$ cat src/siep_defs.svh
// Register offsets, field positions and reset values for the irq block
`ifndef SIEP_DEFS_SVH
`define SIEP_DEFS_SVH
`define SIEP_ADDR_SRC_EN 8'h2c
`define SIEP_ADDR_PERSIST 8'h2d
`define SIEP_RST_SRC_EN 8'h00
`define SIEP_RST_PERSIST 8'h00
`define SIEP_SRC_EN_MASK 8'h33
`define SIEP_BIT_AFULL_EN 5
`define SIEP_BIT_PPG_EN 4
`define SIEP_BIT_LEVEL_MODE 1
`define SIEP_BIT_PROX_EN 0
`define SIEP_LIGHT_CNT_HI 7
`define SIEP_LIGHT_CNT_LO 4
`define SIEP_PROX_CNT_HI 3
`define SIEP_PROX_CNT_LO 0
`define SIEP_SENS_LIGHT 0
`define SIEP_SENS_PROX 1
`define SIEP_NUM_SENS 2
`endif

$ cat src/siep_pkg.sv
// Types shared by the irq enable and persistence block
package siep_pkg;
   typedef struct packed {
      logic done;
      logic viol;
   } siep_meas_t;

   typedef struct packed {
      logic wr;
      logic rd;
      logic [7:0] addr;
      logic [7:0] wdata;
   } siep_reg_req_t;
endpackage

$ cat src/siep_irq.sv
// Interrupt source enables, output mode and persistence filtering
`timescale 1ns/100ps
`include "siep_defs.svh"
module siep_irq
   import siep_pkg::*;
#(
   parameter int DATA_W = 20,
   parameter int CNT_W = 4
) (
   input wire logic i_ref_clk,
   input wire logic i_rst_n,
   input wire siep_reg_req_t i_reg,
   input wire logic i_status_read,
   input wire logic i_ls_done,
   input wire logic [DATA_W-1:0] i_ls_data,
   input wire logic [DATA_W-1:0] i_light_upper_limit,
   input wire logic [DATA_W-1:0] i_light_lower_limit,
   input wire logic i_light_irq_enable,
   input wire siep_meas_t i_prox,
   input wire logic i_fifo_afull,
   input wire logic i_ppg_data,
   output logic [7:0] o_reg_rdata,
   output logic o_int_n
);
   // Counter width is tied to the nibble-wide codes
   if (CNT_W != 4 || DATA_W < 1) begin : g_bad_params
      $error("siep_irq: CNT_W must be 4 and DATA_W positive");
   end

   logic [7:0] src_en_ff;
   logic [7:0] persist_ff;
   logic pending_ff;
   logic level_ff;
   logic [CNT_W-1:0] cnt_ff [`SIEP_NUM_SENS];
   logic [7:0] o_reg_rdata_ff;
   logic o_int_n_ff;

   // Register decode
   wire wr_src_en = i_reg.wr && (i_reg.addr == `SIEP_ADDR_SRC_EN);
   wire wr_persist = i_reg.wr && (i_reg.addr == `SIEP_ADDR_PERSIST);
   wire rd_src_en = i_reg.rd && (i_reg.addr == `SIEP_ADDR_SRC_EN);
   wire rd_persist = i_reg.rd && (i_reg.addr == `SIEP_ADDR_PERSIST);
   wire [7:0] rd_mux = rd_src_en ? src_en_ff :
                       rd_persist ? persist_ff : 8'h00;
   // Reserved bits are not stored, so they read back zero
   wire [7:0] nxt_src_en = i_reg.wdata & `SIEP_SRC_EN_MASK;

   wire afull_en = src_en_ff[`SIEP_BIT_AFULL_EN];
   wire ppg_en = src_en_ff[`SIEP_BIT_PPG_EN];
   wire level_mode = src_en_ff[`SIEP_BIT_LEVEL_MODE];
   wire prox_en = src_en_ff[`SIEP_BIT_PROX_EN];

   // Out-of-range detection per sensor
   wire ls_viol = (i_ls_data > i_light_upper_limit) ||
                  (i_ls_data < i_light_lower_limit);
   wire [`SIEP_NUM_SENS-1:0] meas_done = {i_prox.done, i_ls_done};
   wire [`SIEP_NUM_SENS-1:0] meas_viol = {i_prox.viol, ls_viol};
   wire [CNT_W-1:0] code [`SIEP_NUM_SENS];
   assign code[`SIEP_SENS_LIGHT] =
      persist_ff[`SIEP_LIGHT_CNT_HI:`SIEP_LIGHT_CNT_LO];
   assign code[`SIEP_SENS_PROX] =
      persist_ff[`SIEP_PROX_CNT_HI:`SIEP_PROX_CNT_LO];

   logic [`SIEP_NUM_SENS-1:0] sens_evt;
   logic [CNT_W-1:0] nxt_cnt [`SIEP_NUM_SENS];

   genvar g;
   generate
      for (g = 0; g < `SIEP_NUM_SENS; g++) begin : g_persist
         // Counter saturates at the code; every further violation fires
         wire at_code = (cnt_ff[g] >= code[g]);
         assign sens_evt[g] = meas_done[g] && meas_viol[g] &&
                              at_code;
         assign nxt_cnt[g] = !meas_done[g] ? cnt_ff[g] :
                             !meas_viol[g] ? '0 :
                             at_code ? cnt_ff[g] :
                             cnt_ff[g] + 1'b1;
         always_ff @(posedge i_ref_clk or negedge i_rst_n) begin
            if (!i_rst_n) begin
               cnt_ff[g] <= '0;
            end else begin
               cnt_ff[g] <= nxt_cnt[g];
            end
         end
      end
   endgenerate

   // Latched sources; level mode stops all of them latching, and only proximity reaches the pin, through the level
   wire set_afull = i_fifo_afull && afull_en;
   wire set_ppg = i_ppg_data && ppg_en;
   wire set_prox = sens_evt[`SIEP_SENS_PROX] && prox_en;
   wire set_light = sens_evt[`SIEP_SENS_LIGHT] &&
                    i_light_irq_enable;
   wire set_any = !level_mode &&
                  (set_afull || set_ppg || set_prox || set_light);
   // A new event in the clearing cycle wins over the status read
   wire nxt_pending = set_any ||
                      (pending_ff && !i_status_read);

   // Level follows the last proximity result after persistence
   wire nxt_level = !i_prox.done ? level_ff :
                    sens_evt[`SIEP_SENS_PROX] ? 1'b1 :
                    !i_prox.viol ? 1'b0 : level_ff;
   wire int_active = level_mode ? (nxt_level && prox_en) :
                     nxt_pending;

   always_ff @(posedge i_ref_clk or negedge i_rst_n) begin
      if (!i_rst_n) begin
         src_en_ff <= `SIEP_RST_SRC_EN;
         persist_ff <= `SIEP_RST_PERSIST;
      end else begin
         if (wr_src_en) begin
            src_en_ff <= nxt_src_en;
         end
         if (wr_persist) begin
            persist_ff <= i_reg.wdata;
         end
      end
   end

   always_ff @(posedge i_ref_clk or negedge i_rst_n) begin
      if (!i_rst_n) begin
         pending_ff <= 1'b0;
         level_ff <= 1'b0;
         o_int_n_ff <= 1'b1;
         o_reg_rdata_ff <= 8'h00;
      end else begin
         pending_ff <= nxt_pending;
         level_ff <= nxt_level;
         o_int_n_ff <= !int_active;
         if (i_reg.rd) begin
            o_reg_rdata_ff <= rd_mux;
         end
      end
   end

   assign o_int_n = o_int_n_ff;
   assign o_reg_rdata = o_reg_rdata_ff;
endmodule

$ cat config.mk
export PLATFORM = sky130hd
export DESIGN_NAME = siep_irq
export DESIGN_NICKNAME = d
export VERILOG_FILES = /design/src/siep_pkg.sv /design/src/siep_irq.sv
export VERILOG_INCLUDE_DIRS = /design/src
export SDC_FILE = /design/constraint.sdc
export NUM_CORES = 1
export LEC_CHECK = 0
export ABC_CLOCK_PERIOD_IN_PS = 3800
export BUFFER_PORTS_ARGS = -buffer_cell sky130_fd_sc_hd__buf_2
export CAP_MARGIN = 20
export CORE_ASPECT_RATIO = 1.4
export CORE_MARGIN = 5
export CORE_UTILIZATION = 54
export CTS_CLUSTER_DIAMETER = 30
export DETAILED_ROUTE_END_ITERATION = 10
export PLACE_DENSITY = 0.92
export SLEW_MARGIN = 30
export SYNTH_ARGS = -nofsm -noshare
export SYNTH_HDL_FRONTEND = slang
export SYNTH_SLANG_ARGS = --single-unit
$ cat constraint.sdc
create_clock -name i_ref_clk -period 3.8 [get_ports i_ref_clk]
set_clock_uncertainty 0.1 [all_clocks]
set_input_delay 0.38 -clock i_ref_clk [delete_from_list [all_inputs] [get_ports i_ref_clk]]
set_output_delay 0.38 -clock i_ref_clk [all_outputs]
set_load 0.05 [all_outputs]
==> results.py, run 1 <==
metrics = {
    "run_status": {
        "status": "finished, final reports clean",
    },
    "critical_path": {
        "cp_cell_sequence": "inv_1, ha_1, nand2b_1, a21o_1, a21o_1, a21oi_1, o21ai_0, o21a_1, a2bb2oi_1",
        "startpoint": "cnt_ff[0]",
        "crit_type": "reg2reg",
        "crit_top_cell": "a21o_1",
        "start_kind": "register",
        "r2r_setup_slack_ns": 1.24,
        "required_ns": 3.86,
        "cp_slowest_cell": "dfrtp_1",
        "r2r-end": "cnt_ff[3]",
        "slowest_delay_ns": 0.42,
        "r2r_start": "cnt_ff[0]",
        "critPathCaptureType": "register",
        "crit_fanout": 5,
        "cp.arrival_ns": 2.63,
        "r2r_cells": 9,
    },
    "clock_tree": {
        "cts-htree-levels": 2,
        "cts_hold_buf": 0,
        "clock_path_buffers": 2,
        "clock_sinks": 31,
        "cts_setup_buffers": 0,
        "cts_root_buf": "clkbuf_8",
        "cts_resized": 0,
        "clk_pin_slew_ns": 0.07,
        "worst_skew_pair.late_latency_ns": 0.29,
        "cts_buffers": 5,
        "tritoncts": "done",
    },
    "logic_synthesis": {
        "ys_ff_latch": 31,
        "ys_warn_count": 0,
        "postSynthCellCount": 288,
        "synth_edf_count": 0,
        "synth_area_mm2": 0.00255,
        "synth_ff_type": "dfrtp_1",
        "synthesis.nets": 424,
        "synthArstFlopShare_pct": 100,
        "avgSynthCellArea_um2": 8.86,
        "synth-seq-area-share_pct": 30.4,
        "yosys.cell_types.count": 41,
    },
    "die": {
        "coreArea_mm2": 0.00457,
        "die_y_um": 91.3,
        "start_util_pct": 55.8,
        "fp.dieArea_mm2": 0.00622,
        "core.rowCount": 29,
        "io_pins": 96,
        "fp.dieW_um": 68.1,
    },
    "route": {
        "wl_per_cell_um": 13.8,
        "via_per_inst": 5.32,
        "drt-initial-drc-count": 62,
        "vias": 2393,
        "wl_mm": 6.21,
        "drc": 0,
        "dr.pass1.iters": 4,
        "ant_nets": 0,
    },
    "cells_and_area": {
        "nNetsFinal": 523,
        "n_fill_cell": 375,
        "layout_commonest_cell": "buf_2",
        "diodes": 0,
        "final_cell_count_no_fill": 450,
        "drive_gt1_share_pct": 31.4,
        "layout_common_cells": "95 x buf_2, 63 x inv_1, 49 x ha_1",
        "area_growth_syn_to_layout_pct": 25.8,
    },
    "power": {
        "p_sw_uw": 347,
        "internal_power_uw": 733,
        "p_per_area_mw_per_mm2": 336,
        "p_comb_share_pct": 31.4,
        "power.leakage_nw": 1.84,
        "switching_share_pct": 32.1,
        "power_frac_seq_pct": 37.4,
        "ir_drop_mv": 0.324,
        "power.share.clock_pct": 31.3,
    },
    "hold_path": {
        "hold_path.class": "in2async",
    },
    "global_route": {
        "grt_pass1_wl_mm": 10.1,
        "grt_antenna_before_repair": 0,
        "grt_max_degree": 32,
        "grt_use_total_pct": 20.7,
        "grt-ovfl-total": 0,
        "grt_pass1_vias": 2477,
    },
    "placement": {
        "io_buffers": 95,
        "pre_cts_ws_ns": 1.17,
        "place_congestion": 0.826,
        "dpl.hpwl_mm": 5.25,
        "placedCellCount": 442,
    },
    "timing": {
        "max_freq_ghz": 0.390,
        "slew_headroom_pct": 54.5,
        "min_period_over_period_pct": 67.5,
        "min_period_ns": 2.56,
        "hold_viol_final": 0,
        "fin_setup_tns_ns": 0,
        "setup_viol": 0,
        "worst_slack_ns": 1.24,
        "hold-worst-slack_ns": 0.0316,
        "drv_slew": 0,
        "rsz0062_at_grt": "false",
        "tightest_slew_ns": 0.683,
    },
    "flow_run": {
        "maxCapViolCount": 0,
    },
}
power by group through the flow:
stage               Sequential, mW  Clock (mW)  Combinational, mW
floorplan                    0.412           0              0.205
global placement             0.405           0              0.311
detailed placement           0.407           0              0.335
CTS                          0.403       0.347              0.340
global route                 0.407       0.359              0.388
finish                       0.403       0.337              0.339
layer usage:
layer  global-route usage, %  vias up  share of wire (%)
met2                    39.1      100                 52
li1                        -     1196                  -
met5                       0        -                  0
met3                    3.70       16                8.3
met1                    20.8     1081                 37
met4                    9.12        0                3.0
how the worst max path moves through the flow:
| stage | depth (start not counted) | slack (ns) | to |
|---|---|---|---|
| after floorplan | 9 | 1.39 | cnt_ff[6] |
| after global placement | 9 | 1.22 | cnt_ff[6] |
| after detailed placement | 9 | 1.17 | cnt_ff[6] |
| after CTS | 9 | 1.29 | cnt_ff[3] |
| after global routing | 9 | 1.09 | cnt_ff[3] |
| final | 9 | 1.24 | cnt_ff[3] |
critical path: cells and delay by family (launching register included):
family | cells | cell delay, ns
flip-flops | 1 | 0.42
buffers and inverters | 1 | 0.09
adder cells (fa/ha/maj) | 1 | 0.29
AO/OA/AOI/OAI | 6 | 1.41
AND/OR/NAND/NOR | 1 | 0.14
flip-flops by register name (all words and copies together) (netlist names):
name,flops
cnt_ff,8
code,8
o_reg_rdata,8
src_en_ff,4
level_ff,1
o_int_n,1
pending_ff,1
area by class of cell:
class / count / area (µm²) / share of cell area, %
Multi-Input combinational cell: 191 / 1530 / 47.6
Clock inverter: 2 / 35.0 / 1.09
Sequential cell: 31 / 777 / 24.2
Clock buffer: 6 / 82.6 / 2.57
Tap cell: 62 / 77.6 / 2.42
Inverter: 63 / 236 / 7.36
Timing Repair Buffer: 95 / 475 / 14.8
synthesized netlist by cell type (all sizes together) (2+ instances only):
cell type / number / share of area [%]
a41oi: 2 / 0.98
nor2: 8 / 1.2
nand2: 24 / 3.5
clkbuf: 3 / 0.44
dfrtp: 30 / 29
inv: 63 / 9.3
ha: 49 / 24
o21a: 2 / 0.59
o211ai: 2 / 0.59
a211oi: 2 / 0.59
nor3: 3 / 0.59
a21o: 6 / 1.8
mux2: 12 / 5.3
mux2i: 5 / 2.0
o21ai: 13 / 2.5
a22o: 2 / 0.69
nand3: 9 / 1.8
a21oi: 19 / 3.9
o22ai: 6 / 1.5
nand4: 6 / 1.5
nor2b: 2 / 0.49
nand2b: 3 / 0.74
and4: 3 / 1.1
logic make-up (layout without fill, tap and decap cells):
kind of cell / count (synthesis) / in the layout / share of synthesized area (%)
adders and majority gates: 49 / 49 / 24.0
buffers and inverters: 66 / 166 / 9.71
DFF: 31 / 31 / 30.4
and+or+nand+nor: 63 / 63 / 12.4
muxes: 17 / 17 / 7.25
xor gates and xnor gates: 1 / 1 / 0.343
AOI/OAI and AO/OA: 61 / 61 / 15.8
per-stage QoR:
| stage | area (µm²) | power [mW] | utilization (%) |
|---|---|---|---|
| floorplan | 2550 | 0.617 | - |
| global placement | 3090 | 0.716 | 67.7 |
| detailed placement | 3090 | 0.742 | 67.7 |
| CTS | 3210 | 1.09 | 70.3 |
| global route | 3210 | 1.15 | 70.3 |
| finish | 3210 | 1.08 | 70.3 |
Note: power is estimated with default switching activity, not from simulation.
==> inputs of run 2 (changes only) <==
Settings changed: ABC_AREA set to 1, ABC_CLOCK_PERIOD_IN_PS 3800 to 2550, CORE_UTILIZATION 54 to 50, PLACE_DENSITY 0.92 to 0.86.
Clock period 3.8 ns to 2.55 ns, I/O delays scaled along.
==> run 2 against run 1 <==
  * Synthesized cell count increased by 25%
  * Die area grew 11%
  * Area after synthesis is 3.8% higher
  * Maximum frequency is 33% higher
  * Critical path depth rose by 1
  * Sequential power grew 45%
  * Core utilization is 6.3 points lower
  * Non-clock buffer count increased by 1
  * Clock power grew 14%
  * Register-to-register slack got worse by 0.61 ns
  * Largest power group unchanged
  * Highest routed layer unchanged
==> results.py, run 2 <==
metrics = {
    "run_status": {
        "status": "finished, final reports clean",
    },
    "route": {
        "drc": 0,
        "via_per_inst": 5.01,
        "dr.pass1.iters": 4,
        "wl_mm": 6.52,
        "drt-initial-drc-count": 57,
        "vias": 2645,
        "ant_nets": 0,
        "wl_per_cell_um": 12.4,
    },
    "logic_synthesis": {
        "synth_commonest_cells": "91 x nand2_1, 78 x inv_1, 49 x ha_1",
        "avgSynthCellArea_um2": 7.36,
        "ys_ff_latch": 31,
        "synth_top_area_share_pct": 28.3,
        "yosysMostFrequentCell": "nand2_1",
        "postSynthCellCount": 360,
        "ys_warn_count": 0,
        "synth_ff_type": "dfrtp_1",
        "yosys.cell_types.count": 26,
        "yosys.area.top_type": "dfrtp_1",
        "yosys-top-cells-area": "dfrtp_1 28%, ha_1 23%, nand2_1 13%",
        "synth_area_mm2": 0.00265,
        "synth-seq-area-share_pct": 29.3,
        "synthesis.nets": 496,
        "synth_edf_count": 0,
        "synthArstFlopShare_pct": 100,
    },
    "placement": {
        "io_buffers": 95,
        "dpl.hpwl_mm": 5.52,
        "placedCellCount": 520,
        "place_congestion": 0.854,
    },
    "clock_tree": {
        "cts_buffers": 5,
        "worst_skew_pair.late_latency_ns": 0.28,
        "cts-htree-levels": 2,
        "cts_root_buf": "clkbuf_8",
        "clock_sinks": 31,
        "cts_resized": 0,
        "clk_pin_slew_ns": 0.06,
        "clock_path_buffers": 2,
        "tritoncts": "done",
    },
    "power": {
        "switching_share_pct": 32.2,
        "p_comb_share_pct": 30.1,
        "power.share.clock_pct": 27.8,
        "p_per_area_mw_per_mm2": 419,
        "power.leakage_nw": 2.06,
        "power_frac_seq_pct": 42.1,
        "ir_drop_mv": 0.463,
        "internal_power_uw": 939,
        "p_total_mw": 1.38,
        "p_sw_uw": 446,
    },
    "cells_and_area": {
        "diodes": 0,
        "layout_commonest_cell": "buf_2",
        "final_cell_count_no_fill": 528,
        "layout_common_cells": "95 x buf_2, 91 x nand2_1, 78 x inv_1",
        "fin_util_pct": 64.0,
        "drive_gt1_share_pct": 24.9,
        "area_growth_syn_to_layout_pct": 24.6,
        "nNetsFinal": 598,
    },
    "flow_run": {
        "maxCapViolCount": 0,
    },
    "critical_path": {
        "r2r_cells": 10,
        "slowest_delay_ns": 0.41,
        "startpoint": "cnt_ff[1]",
        "crit_cells": 10,
        "r2r-end": "cnt_ff[3]",
        "r2r_setup_slack_ns": 0.63,
        "cp_cell_sequence": "ha_1, inv_1, nor2_1, o211ai_1, nand3_1, nand2_1, nand2_1, nor2_1, xor2_1, nor2_1",
        "required_ns": 2.63,
        "start_kind": "register",
        "cp.arrival_ns": 2.00,
        "crit_family": "simple AND/OR/NAND/NOR gates",
        "crit_top_cell": "nor2_1",
        "cp_slowest_cell": "dfrtp_1",
        "crit_type": "reg2reg",
        "critPathCaptureType": "register",
        "r2r_start": "cnt_ff[1]",
        "crit_fanout": 6,
        "path_buf_inv": 1,
    },
    "timing": {
        "tightest_slew_ns": 0.669,
        "fin_setup_tns_ns": 0,
        "drv_slew": 0,
        "max_freq_ghz": 0.520,
        "rsz0062_at_grt": "false",
        "slew_headroom_pct": 55.4,
        "min_period_over_period_pct": 75.4,
        "setup_viol": 0,
        "min_period_ns": 1.92,
        "hold-worst-slack_ns": 0.127,
        "hold_viol_final": 0,
    },
    "global_route": {
        "grt_pass1_vias": 2730,
        "grt_antenna_before_repair": 0,
        "grt_max_degree": 32,
        "grt-ovfl-total": 0,
        "grt_pass1_wl_mm": 10.9,
        "grt_use_total_pct": 19.5,
    },
    "die": {
        "start_util_pct": 51.4,
        "io_pins": 96,
        "fp.dieW_um": 71.5,
        "core.rowCount": 31,
        "fp.dieArea_mm2": 0.00688,
        "die_y_um": 96.1,
        "coreArea_mm2": 0.00516,
    },
    "hold_path": {
        "hold_depth": 3,
        "holdPathEnd": "code[0]",
        "hold_path.class": "in2reg",
        "worstHoldStart": "i_reg[0]",
    },
}
-- run 2: cell types whose count changed after synthesis, moves of 12 or more --
cell | before | now
inv_1 | 63 | 78
mux2_2 | 12 | 0
nand2_1 | 24 | 91
nor2_1 | 8 | 20
o21ai_1 | 0 | 12
-- run 2: metal layers --
layer / up-vias / share of wire [%] / wire (µm) / GRT usage, %
met1: 1188 / 40 / 2600 / 21.1
met5: - / 0 / 0 / 0
met3: 14 / 6.9 / 453 / 3.66
met4: 0 / 2.0 / 132 / 7.68
met2: 94 / 51 / 3340 / 36.8
li1: 1349 / - / - / -
-- run 2: worst max path at each step --
stage,to,slack [ns]
global route,cnt_ff[3],0.48
CTS,cnt_ff[3],0.64
global placement,cnt_ff[5],0.73
detailed placement,pending_ff,0.64
finish,cnt_ff[3],0.63
floorplan,cnt_ff[3],0.84
-- run 2: layout make-up --
| cell class | instances | area (µm²) |
|---|---|---|
| clock buffer | 6 | 82.6 |
| clock inverter | 1 | 5.00 |
| fill | 447 | 1860 |
| inverter | 79 | 297 |
| multi-input combinational | 249 | 1570 |
| sequential | 31 | 777 |
| tap | 66 | 82.6 |
| timing repair buffer | 96 | 485 |
-- run 2: kinds of logic (layout without fill, tap and decap cells) --
logic type	Yosys count	count (layout)	share of synthesized area (%)
xor+xnor	4	4	1.32
buf+inv	80	182	11.4
simple gates	142	142	24.1
fa+ha+maj	49	49	23.1
compound gates	54	54	10.8
flops	31	31	29.3
-- run 2: power groups by stage --
| stage | logic, mW | registers [mW] | clock network [mW] |
|---|---|---|---|
| 4_1_cts | 0.420 | 0.582 | 0.394 |
| 3_3_place_gp | 0.395 | 0.589 | 0 |
| 5_1_grt | 0.491 | 0.588 | 0.420 |
| 6_report | 0.417 | 0.583 | 0.384 |
| 2_1_floorplan | 0.260 | 0.591 | 0 |
| 3_5_place_dp | 0.416 | 0.591 | 0 |
-- run 2: repair_timing --
item,4_1_cts,5_1_grt
hold buffers,1,0
buffers inserted,0,0
hold endpoints to repair,30,0
-- run 2: per-stage QoR --
stage / setup slack [ns] / instance area, µm²
3_3_place_gp: 0.728 / 3200
4_1_cts: 0.641 / 3300
2_1_floorplan: 0.837 / 2650
5_1_grt: 0.480 / 3300
6_report: 0.628 / 3300
3_5_place_dp: 0.638 / 3200
-- run 2: worst register-to-register path, cell delays in order (launching register included) --
cell and delay (ns):
dfrtp_1 0.41, ha_1 0.34, inv_1 0.07, nor2_1 0.04, o211ai_1 0.15, nand3_1 0.12
nand2_1 0.11, nand2_1 0.12, nor2_1 0.14, xor2_1 0.15, nor2_1 0.05
